===== src/common/mbsr_pkg.sv =====
// Package for the Modbus ASCII status-word reader: constants and types
package mbsr_pkg;
	localparam logic [7:0] CHR_COLON = 8'h3A;
	localparam logic [7:0] CHR_CR = 8'h0D;
	localparam logic [7:0] CHR_LF = 8'h0A;
	localparam logic [7:0] FUNC_READ = 8'h03;
	localparam logic [15:0] ADDR_STATUS_ONE = 16'h9005;
	localparam logic [15:0] ADDR_STATUS_TWO = 16'h9006;
	localparam logic [15:0] REG_COUNT_ONE = 16'h0001;
	localparam logic [7:0] BYTE_COUNT_ONE = 8'h02;
	localparam logic [7:0] SLAVE_ADDR_MIN = 8'h01;
	localparam logic [7:0] SLAVE_ADDR_MAX = 8'h10;
	localparam logic [3:0] QUERY_BYTES = 4'h6;
	localparam logic [3:0] REPLY_BYTES = 4'h6;
	localparam logic [15:0] STATUS_RESET = 16'h0000;

	// One character on the serial byte stream
	typedef struct packed {
		logic valid;
		logic [7:0] data;
	} mbsr_char_t;

	typedef enum logic [2:0] {
		MBSR_IDLE,
		MBSR_HI,
		MBSR_LO,
		MBSR_CR,
		MBSR_LF
	} mbsr_rx_state_t;
endpackage


===== src/verilog/mbsr_hex.sv =====
// Single-character hex digit to nibble decoder
`timescale 1ns/1ps
`default_nettype none
module mbsr_hex (
	input wire logic [7:0] chr,
	output logic [3:0] nib,
	output logic ok
);
	// Digits 0-9 and upper-case A-F only
	wire is_num = (chr >= 8'h30) && (chr <= 8'h39);
	wire is_alpha = (chr >= 8'h41) && (chr <= 8'h46);
	assign ok = is_num || is_alpha;
	assign nib = is_num ? chr[3:0] : 4'(chr[3:0] + 4'h9);
endmodule
`default_nettype wire


===== src/verilog/mbsr_reader.sv =====
// Modbus ASCII responder for the two device status words
`timescale 1ns/1ps
`default_nettype none
module mbsr_reader (
	input wire logic clk,
	input wire logic rst_n,
	input wire logic [3:0] axis_num,
	input wire logic [15:0] device_status_one,
	input wire logic [15:0] device_status_two,
	input wire mbsr_pkg::mbsr_char_t rx_char,
	output mbsr_pkg::mbsr_char_t tx_char,
	input wire logic tx_ready,
	output logic busy,
	output logic frame_error
);
	// Hex nibble to ASCII upper-case digit
	function automatic logic [7:0] hex_chr(input logic [3:0] n);
		hex_chr = (n < 4'hA) ? {4'h3, n} : 8'(8'h37 + {4'h0, n});
	endfunction

	mbsr_pkg::mbsr_rx_state_t st_q, st_d;
	logic [7:0] buf_q [0:5];
	logic [3:0] idx_q;
	logic [3:0] hi_q;
	logic [7:0] sum_q;
	logic [7:0] rep_q [0:5];
	logic [3:0] tx_idx_q;
	logic [1:0] tx_ph_q;
	logic tx_act_q;
	mbsr_pkg::mbsr_char_t tx_q;
	logic err_q;

	wire [3:0] nib;
	wire nib_ok;
	mbsr_hex u_hex (
		.chr(rx_char.data),
		.nib(nib),
		.ok(nib_ok)
	);

	// Own slave address is axis number plus one
	wire [7:0] own_addr = 8'({4'h0, axis_num} + 8'h01);
	wire [7:0] full_byte = {hi_q, nib};
	wire in_char = rx_char.valid && !tx_act_q;
	wire is_colon = in_char && rx_char.data == mbsr_pkg::CHR_COLON;
	// Frame check after the LF: LRC is summed in, so total is zero
	wire [15:0] q_addr = {buf_q[2], buf_q[3]};
	wire [15:0] q_cnt = {buf_q[4], buf_q[5]};
	wire lrc_good = (sum_q == 8'h00) && (idx_q == 4'h7);
	wire hdr_good = buf_q[0] == own_addr && buf_q[1] == mbsr_pkg::FUNC_READ
		&& q_cnt == mbsr_pkg::REG_COUNT_ONE;
	wire is_one = q_addr == mbsr_pkg::ADDR_STATUS_ONE;
	wire is_two = q_addr == mbsr_pkg::ADDR_STATUS_TWO;
	wire frame_end = in_char && st_q == mbsr_pkg::MBSR_LF && rx_char.data == mbsr_pkg::CHR_LF;
	wire accept = frame_end && lrc_good && hdr_good && (is_one || is_two);
	// Word two for 9006h, word one for 9005h
	wire [15:0] sel_word = is_two ? device_status_two : device_status_one;
	// Reply LRC is the two's complement of the byte sum
	wire [7:0] rep_sum = 8'(own_addr + mbsr_pkg::FUNC_READ + mbsr_pkg::BYTE_COUNT_ONE
		+ sel_word[15:8] + sel_word[7:0]);
	wire [7:0] rep_lrc = 8'(8'h00 - rep_sum);

	// Receive state sequencing
	always_comb
	begin
		st_d = st_q;
		if (is_colon)
			st_d = mbsr_pkg::MBSR_HI;
		else if (in_char)
		begin
			case (st_q)
				mbsr_pkg::MBSR_HI:
					if (rx_char.data == mbsr_pkg::CHR_CR)
						st_d = mbsr_pkg::MBSR_LF;
					else if (nib_ok && idx_q < 4'h7)
						st_d = mbsr_pkg::MBSR_LO;
					else
						st_d = mbsr_pkg::MBSR_IDLE;
				mbsr_pkg::MBSR_LO:
					st_d = nib_ok ? mbsr_pkg::MBSR_HI : mbsr_pkg::MBSR_IDLE;
				mbsr_pkg::MBSR_LF:
					st_d = mbsr_pkg::MBSR_IDLE;
				default:
					st_d = mbsr_pkg::MBSR_IDLE;
			endcase
		end
	end

	// Receive registers: byte assembly and running sum
	always_ff @(posedge clk or negedge rst_n)
	begin
		if (!rst_n)
		begin
			st_q <= mbsr_pkg::MBSR_IDLE;
			idx_q <= 4'h0;
			hi_q <= 4'h0;
			sum_q <= 8'h00;
			for (int i = 0; i < 6; i++)
				buf_q[i] <= 8'h00;
		end
		else
		begin
			st_q <= st_d;
			if (is_colon)
			begin
				idx_q <= 4'h0;
				sum_q <= 8'h00;
			end
			else if (in_char && st_q == mbsr_pkg::MBSR_HI)
				hi_q <= nib;
			else if (in_char && st_q == mbsr_pkg::MBSR_LO && nib_ok)
			begin
				sum_q <= 8'(sum_q + full_byte);
				if (idx_q < 4'h6)
					buf_q[idx_q[2:0]] <= full_byte;
				idx_q <= 4'(idx_q + 4'h1);
			end
		end
	end

	// Error flag pulses on a complete frame that fails the LRC or length check
	always_ff @(posedge clk or negedge rst_n)
	begin
		if (!rst_n)
			err_q <= 1'b0;
		else
			err_q <= frame_end && !lrc_good;
	end

	// Reply load and character sequencing
	always_ff @(posedge clk or negedge rst_n)
	begin
		if (!rst_n)
		begin
			tx_act_q <= 1'b0;
			tx_idx_q <= 4'h0;
			tx_ph_q <= 2'h0;
			tx_q <= '0;
			for (int i = 0; i < 6; i++)
				rep_q[i] <= 8'h00;
		end
		else if (accept)
		begin
			rep_q[0] <= own_addr;
			rep_q[1] <= mbsr_pkg::FUNC_READ;
			rep_q[2] <= mbsr_pkg::BYTE_COUNT_ONE;
			rep_q[3] <= sel_word[15:8];
			rep_q[4] <= sel_word[7:0];
			rep_q[5] <= rep_lrc;
			tx_act_q <= 1'b1;
			tx_idx_q <= 4'h0;
			tx_ph_q <= 2'h0;
			tx_q <= '{valid: 1'b1, data: mbsr_pkg::CHR_COLON};
		end
		else if (tx_act_q && tx_q.valid && tx_ready)
		begin
			// Phase 0: high digit next, 1: low digit, then CR LF
			if (tx_idx_q == mbsr_pkg::REPLY_BYTES)
			begin
				if (tx_ph_q == 2'h0)
				begin
					tx_q.data <= mbsr_pkg::CHR_CR;
					tx_ph_q <= 2'h1;
				end
				else if (tx_ph_q == 2'h1)
				begin
					tx_q.data <= mbsr_pkg::CHR_LF;
					tx_ph_q <= 2'h2;
				end
				else
				begin
					tx_q <= '0;
					tx_act_q <= 1'b0;
				end
			end
			else if (tx_ph_q == 2'h0)
			begin
				tx_q.data <= hex_chr(rep_q[tx_idx_q[2:0]][7:4]);
				tx_ph_q <= 2'h1;
			end
			else
			begin
				tx_q.data <= hex_chr(rep_q[tx_idx_q[2:0]][3:0]);
				tx_ph_q <= 2'h0;
				tx_idx_q <= 4'(tx_idx_q + 4'h1);
			end
		end
	end

	assign tx_char = tx_q;
	assign busy = tx_act_q;
	assign frame_error = err_q;

	a_reply_count: assert property (@(posedge clk) disable iff (!rst_n)
		accept |=> rep_q[2] == 8'h02)
		else $error("byte count not 02");
	a_word_two: assert property (@(posedge clk) disable iff (!rst_n)
		accept && is_two |=> {rep_q[3], rep_q[4]} == $past(device_status_two))
		else $error("wrong word for 9006h");
	a_lrc_zero: assert property (@(posedge clk) disable iff (!rst_n)
		accept |=> 8'(rep_q[0] + rep_q[1] + rep_q[2] + rep_q[3] + rep_q[4] + rep_q[5]) == 8'h00)
		else $error("reply LRC wrong");
	a_bad_ignored: assert property (@(posedge clk) disable iff (!rst_n)
		frame_end && !lrc_good |=> frame_error && !busy)
		else $error("bad frame answered");
	a_addr_match: assert property (@(posedge clk) disable iff (!rst_n)
		accept |=> rep_q[0] == 8'(axis_num + 8'h01))
		else $error("reply address mismatch");
	a_start_colon: assert property (@(posedge clk) disable iff (!rst_n)
		accept |=> tx_char.valid && tx_char.data == 8'h3A)
		else $error("reply does not open with colon");
endmodule
`default_nettype wire


===== config.mk =====
export PLATFORM = sky130hd
export DESIGN_NAME = mbsr_reader
export DESIGN_NICKNAME = d
export VERILOG_FILES = /design/src/common/mbsr_pkg.sv /design/src/verilog/mbsr_hex.sv /design/src/verilog/mbsr_reader.sv
export SDC_FILE = /design/constraint.sdc
export NUM_CORES = 1
export LEC_CHECK = 0
export BUFFER_PORTS_ARGS = -buffer_cell sky130_fd_sc_hd__buf_2
export CORE_ASPECT_RATIO = 0.9
export CORE_MARGIN = 5
export CORE_UTILIZATION = 55
export CTS_BUF_LIST = sky130_fd_sc_hd__clkbuf_16
export DETAILED_ROUTE_END_ITERATION = 12
export PLACE_DENSITY = 0.8
export SETUP_SLACK_MARGIN = 0.5
export SLEW_MARGIN = 20
export SYNTH_ARGS = -nofsm -noshare
export SYNTH_HDL_FRONTEND = slang
export SYNTH_SLANG_ARGS = --single-unit

===== constraint.sdc =====
create_clock -name clk -period 13.7 [get_ports clk]
set_input_delay 1.37 -clock clk [delete_from_list [all_inputs] [get_ports clk]]
set_output_delay 1.37 -clock clk [all_outputs]
set_load 0.01 [all_outputs]

==> out/qor.csv, run 1 <==
stage,metric,value,unit
outcome,status,finished clean,
worst_setup_path,CP endpoint kind,flip-flop,
detailed_routing,Remaining DRCs,0,
placement,IO Port Bufs,57,
power_and_ir_drop,Comb power frac,10.5,%
die,Initial Utilization,56.54,%
die,full die area,14080,um2
worst_setup_path,reg2reg end,rep_q[7],
power_and_ir_drop,Power Total,0.6501,mW
detailed_routing,1st-pass router iterations,6,
worst_setup_path,Setup crit start kind,primary input,
placement,GPL Wtd Cong,0.8927,
worst_setup_path,Critical Path Fanout Max,8,
clock_network,# hold bufs at CTS,0,
layout,ant diodes,0,
worst_setup_path,crit path launch,rx_char[0],
timing,Hold Fails Final Rpt,0,
detailed_routing,Routed WL per cell,17.83,um
global_routing,largest net degree at the start of global routing,67,
min_path,type of the worst min-delay path,reg2reg,
worst_setup_path,critical path's largest stage delay,0.57,ns
synthesis,Cells after Synth,569,
power_and_ir_drop,Static Leak,3.532,nW
layout,Area Growth Syn to Fin,10.56,%
synthesis,"Distinct cells, synth",68,
clock_network,post-CTS resize count,0,
die,IO Count,59,
global_routing,GR Util All Layers,20.60,%
synthesis,post-synthesis sequential area ratio,43.18,%
timing,RSZ-0062 raised after global routing,false,
layout,layout cell share with drive strength beyond 1,27.36,%
clock_network,H-tree depth,3,
synthesis,Seq cells post-synth,112,
timing,worst hold slack,0.4909,ns
placement,half-perimeter wire length after placement,10.27,mm
clock_network,"Clk Latency, worst-skew pair",0.35,ns
die,die width,124.5,um
global_routing,Overflow after GRT,0,
die,core area,11480,um2
synthesis,YS warnings,0,
worst_setup_path,CP max stage cell,xnor2_1,
placement,Post-Place Cell Area,6898,um2
worst_setup_path,Worst R2R Start,buf_q[22],
job,max_cap viols,0,
global_routing,first-pass GRT wire length,23.79,mm
global_routing,vias in the first global route,4781,
min_path,worst hold path cell count,2,
clock_network,post-CTS setup buffer count,0,
synthesis,syn nets,655,
die,# rows,37,
min_path,hold endpoint,tx_char[3],
die,die height,113.1,um
worst_setup_path,crit-path cells,"buf_2, inv_1, ha_1, o21bai_1, a2111o_1, xnor2_1, ha_1, inv_1, fa_1, nor2b_1, o21a_1, o21ai_0, mux2i_1, o21ai_0, a21oi_1",
power_and_ir_drop,pwr dens,90.59,nW/um2
clock_network,CTS tree,built,
power_and_ir_drop,Max IR drop VDD,69.63,uV
detailed_routing,vias per cell,5.913,
worst_setup_path,worst reg-to-reg setup slack,9.20,ns
worst_setup_path,CP arrival,4.73,ns
timing,fin crit period,4.538,ns
layout,Layout Cell Area excl Fill,7177,um2
timing,fin crit share,33.13,%
synthesis,async set-or-reset flop fraction in the synthesized netlist,100.0,%
layout,most frequent cells in the layout,"dfrtp_1, mux2_2, buf_2",
power_and_ir_drop,register share of total power,51.3,%
global_routing,initial antenna violation count,0,
timing,Peak Freq,220.3,MHz
detailed_routing,Final ANT Viol Nets,0,
synthesis,top_reg_cell synth,dfrtp_1,
synthesis,number of synthesized flops with an enable pin,0,
clock_network,CTS Sinks,112,
min_path,hold path startpoint,tx_char[3],
layout,final net count,706,
layout,"most common cell after layout, fill and taps aside",dfrtp_1,
detailed_routing,DR iter-0 viols,298,
timing,Final Max Tran Viols,0,
detailed_routing,WL final,13.93,mm
timing,Slew headroom,31.63,%
worst_setup_path,Worst EP required,13.90,ns
worst_setup_path,Worst Reg2Reg Path Length in Cells,13,
power_and_ir_drop,P_int,0.4850,mW
power_and_ir_drop,switching pwr,0.1651,mW
power_and_ir_drop,Clock power frac,38.2,%
layout,Layout Cells excl Fill,781,
clock_network,CTS Buffer Depth,2,
timing,"Setup violations, final",0,
timing,Slew @ Worst Pin,1.024,ns
detailed_routing,Vias,4618,
timing,Setup Total Neg Slack,0,ns
placement,placed insts,765,
clock_network,Num CTS Buffers,9,
clock_network,clock-pin slew on the worst setup and hold paths,0.07,ns
power_and_ir_drop,sw frac,25.40,%
clock_network,CTS root buf,clkbuf_16,
timing,Worst Clk Skew,0.006941,ns
synthesis,Post-Syn Area,6491,um2
synthesis,"Avg Cell Area, Syn",11.41,um2
worst_setup_path,crit path kind,in2reg,
-- critical path: cells and delay by family --
family / cells / cell delay (ns)
AOI/OAI and AO/OA: 6 / 1.22
adders and majority gates: 3 / 0.93
xor gates and xnor gates: 1 / 0.57
buffers and inverters: 3 / 0.32
and+or+nand+nor: 1 / 0.16
muxes: 1 / 0.15
-- logic make-up after synthesis --
family | synth area share, %
flip-flops | 43.18
buffers and inverters | 3.161
AO/OA/AOI/OAI | 7.864
multiplexers | 20.35
adder cells (fa/ha/maj) | 8.134
AND/OR/NAND/NOR | 13.47
XOR/XNOR | 3.778
other | 0.05777
-- power groups by stage --
stage	combinational [mW]	sequential, mW	clock (mW)
after detailed placement	0.0684	0.340	0
after global placement	0.0650	0.340	0
after global routing	0.0775	0.333	0.269
final	0.0683	0.333	0.248
after CTS	0.0690	0.333	0.253
after floorplan	0.0411	0.339	0
-- Yosys cell counts, drive strengths merged (10+ instances only) --
| cell type | n | area share [%] |
|---|---|---|
| nand3 | 18 | 1.5 |
| nor2 | 26 | 1.5 |
| buf | 10 | 0.96 |
| xnor2 | 19 | 2.6 |
| inv | 29 | 1.7 |
| a21oi | 20 | 1.7 |
| o21ai | 13 | 1.0 |
| mux2 | 97 | 18 |
| mux2i | 15 | 2.3 |
| nand2 | 40 | 2.3 |
| ha | 31 | 6.0 |
| nor4 | 10 | 1.2 |
| dfrtp | 112 | 43 |
-- registers in the layout, indices dropped and copies added (netlist names) --
signal and flops:
sum_q 8, buf_q 48, st_q 3, idx_q 4
tx_char 7, tx_idx_q 4, frame_error 1, hi_q 4
rep_q 30, busy 1, tx_ph_q 2
-- cell type report --
cell class                 count  area [um2]
clock buffer                   9       225.2
inverter                      29       108.9
clock inverter                 7       53.80
tap                          156       195.2
sequential                   112        2803
timing repair buffer          59       302.8
multi-input combinational    409        3488
fill                         917        4304
-- metal layers --
layer,global-route usage (%),part of all wire [%],vias up
met5,0,0,-
met4,5.625,1.8,0
met3,4.578,5.5,21
met2,33.14,47,152
met1,28.47,46,2289
li1,-,-,2156
-- worst max path at each step --
stage                    end  slack (ns)
CTS                 rep_q[7]        9.16
global route        sum_q[6]        8.94
finish              sum_q[6]        9.16
global placement    sum_q[6]        9.07
floorplan           rep_q[7]        9.37
detailed placement  sum_q[6]        8.91
-- through the flow --
step | worst slack, ns | util [%]
global placement | 9.075 | 60.08
global route | 8.939 | 62.51
CTS | 9.162 | 62.51
floorplan | 9.375 | -
detailed placement | 8.912 | 60.08
finish | 9.162 | 62.51
Power figures use the tool's default switching activity.
==> run 2, diff against run 1 <==
Clock period 13.7 ns to 4.6 ns, I/O delays scaled along.
==> out/qor.csv, run 2 (synthesized netlist as in run 1, its figures left out) <==
stage,metric,value,unit,change
outcome,status,finished clean,,
worst_setup_path,CP max stage cell,or4b_4,,
global_routing,initial antenna violation count,0,,unchanged
die,# rows,37,,unchanged
timing,Setup Total Neg Slack,0,ns,unchanged
worst_setup_path,Critical Path Fanout Max,4,,-4
die,die height,113.1,um,unchanged
global_routing,vias in the first global route,4809,,+0.59%
global_routing,Overflow after GRT,0,,unchanged
clock_network,# hold bufs at CTS,0,,unchanged
detailed_routing,Remaining DRCs,0,,unchanged
power_and_ir_drop,pwr dens,276.1,nW/um2,+200%
clock_network,clock-pin slew on the worst setup and hold paths,0.08,ns,about the same
worst_setup_path,crit path kind,reg2reg,,
timing,"Setup violations, final",0,,unchanged
placement,IO Port Bufs,57,,unchanged
timing,Peak Freq,251.8,MHz,
global_routing,first-pass GRT wire length,23.60,mm,-0.79%
global_routing,GR Util All Layers,20.57,%,-0.025 points
clock_network,CTS Buffer Depth,2,,unchanged
die,core area,11480,um2,unchanged
worst_setup_path,Setup crit start kind,flip-flop,,
detailed_routing,WL final,14.14,mm,+1.5%
min_path,type of the worst min-delay path,in2async,,
timing,RSZ-0062 raised after global routing,false,,
detailed_routing,Vias,4625,,+0.15%
timing,Hold Fails Final Rpt,0,,unchanged
worst_setup_path,critical path's largest stage delay,0.56,ns,about the same
die,die width,124.5,um,unchanged
clock_network,CTS tree,built,,
worst_setup_path,Buffers & Inverters on Critical Path,4,,+1
clock_network,"Clk Latency, worst-skew pair",0.36,ns,about the same
detailed_routing,1st-pass router iterations,5,,-1
clock_network,Num CTS Buffers,9,,unchanged
timing,fin crit period,3.971,ns,
timing,Worst Clk Skew,0.007207,ns,+0.0002658 ns
worst_setup_path,crit-path cells,"or4b_4, nor4_4, buf_4, mux2_4, ha_4, fa_1, inv_1, ha_2, inv_1, fa_2, inv_1, a21o_1, a21oi_2, xnor2_1, mux2_2",,
layout,leading registers by flop count,"buf_q (48), rep_q (30), sum_q (8)",,
layout,final net count,725,,+2.7%
power_and_ir_drop,Static Leak,3.672,nW,+4.0%
timing,fin crit share,86.33,%,
placement,GPL Wtd Cong,0.9316,,+4.4%
worst_setup_path,CP arrival,4.22,ns,-0.51 ns
layout,most flop-heavy register,buf_q,,
clock_network,CTS Sinks,112,,unchanged
layout,ant diodes,0,,unchanged
detailed_routing,DR iter-0 viols,456,,+53%
die,full die area,14080,um2,unchanged
job,max_cap viols,0,,unchanged
die,IO Count,59,,unchanged
timing,Final Max Tran Viols,0,,unchanged
layout,most frequent cells in the layout,"dfrtp_1, mux2_2, buf_2",,
worst_setup_path,Worst EP required,4.84,ns,-9.06 ns
layout,Area Growth Syn to Fin,14.67,%,
layout,layout cell share with drive strength beyond 1,31.68,%,+4.3 points
detailed_routing,Final ANT Viol Nets,0,,unchanged
layout,final core utilization,64.83,%,+2.3 points
worst_setup_path,cell family with most CP delay,adder cells,,
worst_setup_path,CP dominant cell by count,inv_1,,
power_and_ir_drop,Power Total,2.055,mW,+220%
worst_setup_path,CP endpoint kind,flip-flop,,
clock_network,H-tree depth,3,,unchanged
detailed_routing,Routed WL per cell,17.68,um,-0.87%
layout,max reg flops,48,,unchanged
global_routing,largest net degree at the start of global routing,67,,unchanged
timing,Slew headroom,37.84,%,+6.2 points
detailed_routing,vias per cell,5.781,,-2.2%
placement,half-perimeter wire length after placement,9.987,mm,-2.7%
die,Initial Utilization,56.54,%,unchanged
clock_network,CTS root buf,clkbuf_16,,
layout,"most common cell after layout, fill and taps aside",dfrtp_1,,
power_and_ir_drop,Max IR drop VDD,203.3,uV,+190%
timing,Slew @ Worst Pin,0.9289,ns,-0.09539 ns
run 2: cell count changes in the layout (fill, tap and decap cells not counted), moves of 2 or more:
cell,delta
or4b_1,-3
a21oi_2,+2
fa_2,+3
ha_2,+2
ha_1,-4
fa_1,-3
buf_4,+17
ha_4,+2
mux2_2,-5
or4b_4,+3
mux2_4,+5
inv_8,+2
a21oi_1,-2
run 2: area by class of cell:
class                   count  area (um2)
inverters                  29       108.9
fillers                   861        4038
flip-flops and latches    112        2803
well taps                 156       195.2
repair buffers             78       461.7
clock buffers               9       225.2
multi-input cells         409        3563
clock inverters             7       86.33
run 2: path summary, 6_finish.rpt:
kind,from,to,slack (ns),depth (start not counted)
max,buf_q[30],rep_q[6],0.63,15
min,rst_n,rep_q[22],0.20,1
max reg2reg,buf_q[30],rep_q[6],0.63,15
min reg2reg,buf_q[24],buf_q[24],0.49,1
max in group asynchronous,rst_n,buf_q[46],3.29,2
min in group clk,tx_ready,busy,0.45,4
run 2: repair_timing:
action                                  4_1_cts  5_1_grt
buffers inserted                              0       13
pin swaps                                     0        8
resized for setup                             1       14
endpoints found under the setup margin        2        2
cloned                                        0        1
run 2: report_power, final:
group          total, mW  switching, mW  internal (mW)
registers          0.993        0.00723          0.985
clock network      0.825          0.389          0.436
logic              0.237          0.128          0.109
run 2: through the flow:
| stage | hold WS, ns | worst slack, ns | std cells | cell area, um2 |
|---|---|---|---|---|
| 2_1_floorplan | 0.1644 | 0.4672 | 569 | 6524 |
| 4_1_cts | 0.2318 | 0.5125 | 786 | 7277 |
| 3_3_place_gp | 0.4720 | 0.5628 | 770 | 6962 |
| 5_1_grt | 0.2634 | 0.4603 | 800 | 7443 |
| 3_5_place_dp | 0.4769 | 0.4753 | 770 | 6962 |
| 6_report | 0.2002 | 0.6287 | 800 | 7443 |
run 2: routing by layer:
| layer | track usage [%] | vias up | wire length, um | part of all wire [%] |
|---|---|---|---|---|
| met1 | 25.08 | 2296 | 6036 | 43 |
| li1 | - | 2192 | - | - |
| met5 | 0 | - | 0 | 0 |
| met4 | 5.990 | 0 | 234 | 1.7 |
| met2 | 36.60 | 117 | 7308 | 52 |
| met3 | 4.861 | 20 | 560 | 4.0 |
==> run 3, diff against run 2 <==
Settings changed: CORE_UTILIZATION 55 to 50, PLACE_DENSITY 0.8 to 0.74, SKIP_LAST_GASP set to 1.
==> out/qor.csv, run 3 (synthesized netlist as in run 1, its figures left out) <==
stage,metric,value,unit,change
timing,Peak Freq,251.1,MHz,-0.26%
clock_network,CTS Sinks,112,,unchanged
worst_setup_path,crit path kind,reg2reg,,
detailed_routing,Routed WL per cell,17.42,um,-1.5%
layout,Layout Cell Area excl Fill,7393,um2,-0.67%
global_routing,initial antenna violation count,0,,unchanged
clock_network,CTS tree,built,,
clock_network,H-tree depth,3,,unchanged
worst_setup_path,reg2reg end,rep_q[7],,
worst_setup_path,Worst EP required,4.84,ns,about the same
worst_setup_path,worst reg-to-reg setup slack,0.62,ns,about the same
die,# rows,39,,+5.4%
die,full die area,15360,um2,+9.1%
timing,fin crit share,86.56,%,+0.23 points
worst_setup_path,Critical Path Fanout Max,7,,+3
timing,Final Max Tran Viols,0,,unchanged
clock_network,"Clk Latency, worst-skew pair",0.36,ns,about the same
detailed_routing,vias per cell,5.682,,-1.7%
worst_setup_path,Worst R2R Start,buf_q[22],,
die,core area,12690,um2,+11%
layout,max reg flops,48,,unchanged
clock_network,# hold bufs at CTS,0,,unchanged
layout,Filler Cell Count,1067,,+24%
detailed_routing,DR iter-0 viols,249,,-45%
placement,IO Port Bufs,57,,unchanged
clock_network,clock-pin slew on the worst setup and hold paths,0.07,ns,about the same
layout,final net count,723,,-0.28%
placement,Post-Place Cell Area,6972,um2,+0.14%
placement,GPL Wtd Cong,0.8736,,-6.2%
layout,"most common cell after layout, fill and taps aside",dfrtp_1,,
power_and_ir_drop,Max IR drop VDD,208.3,uV,+2.4%
clock_network,Num CTS Buffers,9,,unchanged
global_routing,first-pass GRT wire length,22.70,mm,-3.8%
timing,RSZ-0062 raised after global routing,true,,
detailed_routing,1st-pass router iterations,4,,-1
die,die height,118.1,um,+4.4%
worst_setup_path,Setup crit start kind,flip-flop,,
timing,Slew headroom,35.56,%,-2.3 points
layout,Area Growth Syn to Fin,13.90,%,
timing,Hold Fails Final Rpt,0,,unchanged
worst_setup_path,CP max stage cell,fa_1,,
worst_setup_path,critical path's largest stage delay,0.58,ns,+0.02 ns
timing,Slew @ Worst Pin,0.9666,ns,+0.03770 ns
worst_setup_path,CP arrival,4.22,ns,about the same
worst_setup_path,Worst Reg2Reg Path Length in Cells,13,,-2
layout,layout cell share with drive strength beyond 1,30.69,%,-0.99 points
global_routing,vias in the first global route,4586,,-4.6%
timing,"Setup violations, final",0,,unchanged
timing,Setup Total Neg Slack,0,ns,unchanged
timing,Worst Clk Skew,0.01399,ns,+0.006781 ns
die,die width,130.1,um,+4.5%
global_routing,GR Util All Layers,18.44,%,-2.1 points
detailed_routing,WL final,14.04,mm,-0.71%
detailed_routing,Remaining DRCs,0,,unchanged
layout,most flop-heavy register,buf_q,,
die,Initial Utilization,51.16,%,-5.4 points
layout,ant diodes,0,,unchanged
worst_setup_path,crit-path cells,"or4b_4, nor4_4, buf_6, mux2_2, ha_1, fa_1, inv_1, ha_1, a21o_1, a21oi_2, o21ai_1, xnor2_1, mux2_2",,
detailed_routing,Final ANT Viol Nets,0,,unchanged
min_path,type of the worst min-delay path,in2async,,
job,max_cap viols,0,,unchanged
detailed_routing,Vias,4580,,-0.97%
clock_network,CTS Buffer Depth,2,,unchanged
timing,fin crit period,3.982,ns,+0.01040 ns
clock_network,CTS root buf,clkbuf_16,,
power_and_ir_drop,pwr dens,272.1,nW/um2,-1.4%
placement,half-perimeter wire length after placement,10.15,mm,+1.6%
global_routing,largest net degree at the start of global routing,76,,+13%
layout,most frequent cells in the layout,"dfrtp_1, mux2_2, buf_2",,
worst_setup_path,CP endpoint kind,flip-flop,,
power_and_ir_drop,Static Leak,3.641,nW,-0.83%
outcome,status,finished clean,,
die,IO Count,59,,unchanged
global_routing,Overflow after GRT,0,,unchanged
layout,leading registers by flop count,"buf_q (48), rep_q (30), sum_q (8)",,
run 3: worst max-delay path, delay by kind of cell, from the launching register on:
kind	cells	cell delay (ns)
buffers and inverters	2	0.24
and+or+nand+nor	2	0.90
muxes	2	0.61
adders and majority gates	3	1.18
xor gates and xnor gates	1	0.12
DFF	1	0.38
AOI/OAI and AO/OA	3	0.44
run 3: timing repair:
item / CTS / global route
endpoints found under the setup margin: 2 / 2
gates resized for setup: 1 / 5
cloned: 0 / 1
pin swaps: 0 / 3
buffers inserted: 0 / 11
run 3: worst max-delay path by stage:
stage	from	end	cells past startpoint
floorplan	buf_q[16]	rep_q[7]	13
global placement	buf_q[26]	rep_q[7]	13
detailed placement	buf_q[26]	rep_q[7]	13
CTS	buf_q[26]	rep_q[7]	13
global route	buf_q[22]	rep_q[6]	15
finish	buf_q[22]	rep_q[7]	13
run 3: power breakdown:
group	leakage [nW]	switching, mW	internal (mW)
Clock	0.144	0.371	0.428
Sequential	1.55	0.00675	0.986
Combinational	1.95	0.122	0.0980
run 3: layout make-up:
type | count | area [um2] | area share [%]
Clock buffer | 9 | 225.2 | 3.046
Clock inverter | 7 | 78.83 | 1.066
Inverter | 29 | 108.9 | 1.472
Multi-Input combinational cell | 409 | 3538 | 47.86
Sequential cell | 112 | 2803 | 37.91
Tap cell | 164 | 205.2 | 2.775
Timing Repair Buffer | 76 | 434.2 | 5.872
run 3: layer usage:
layer | track usage (%) | vias to the layer above | part of all wire, %
met3 | 4.719 | 17 | 4.6
met5 | 0 | - | 0
met1 | 23.55 | 2273 | 43
li1 | - | 2189 | -
met2 | 31.09 | 101 | 51
met4 | 4.545 | 0 | 1.2
run 3: through the flow:
| step | util [%] | cells | setup WS, ns | total power [mW] | hold slack, ns |
|---|---|---|---|---|---|
| after floorplan | - | 569 | 0.4672 | 1.138 | 0.1644 |
| after global placement | 54.95 | 778 | 0.5552 | 1.219 | 0.4697 |
| after detailed placement | 54.95 | 778 | 0.4772 | 1.227 | 0.4880 |
| after CTS | 57.38 | 794 | 0.5136 | 2.023 | 0.2926 |
| after global routing | 58.27 | 806 | 0.4777 | 2.101 | 0.3512 |
| final | 58.27 | 806 | 0.6183 | 2.012 | 0.2694 |
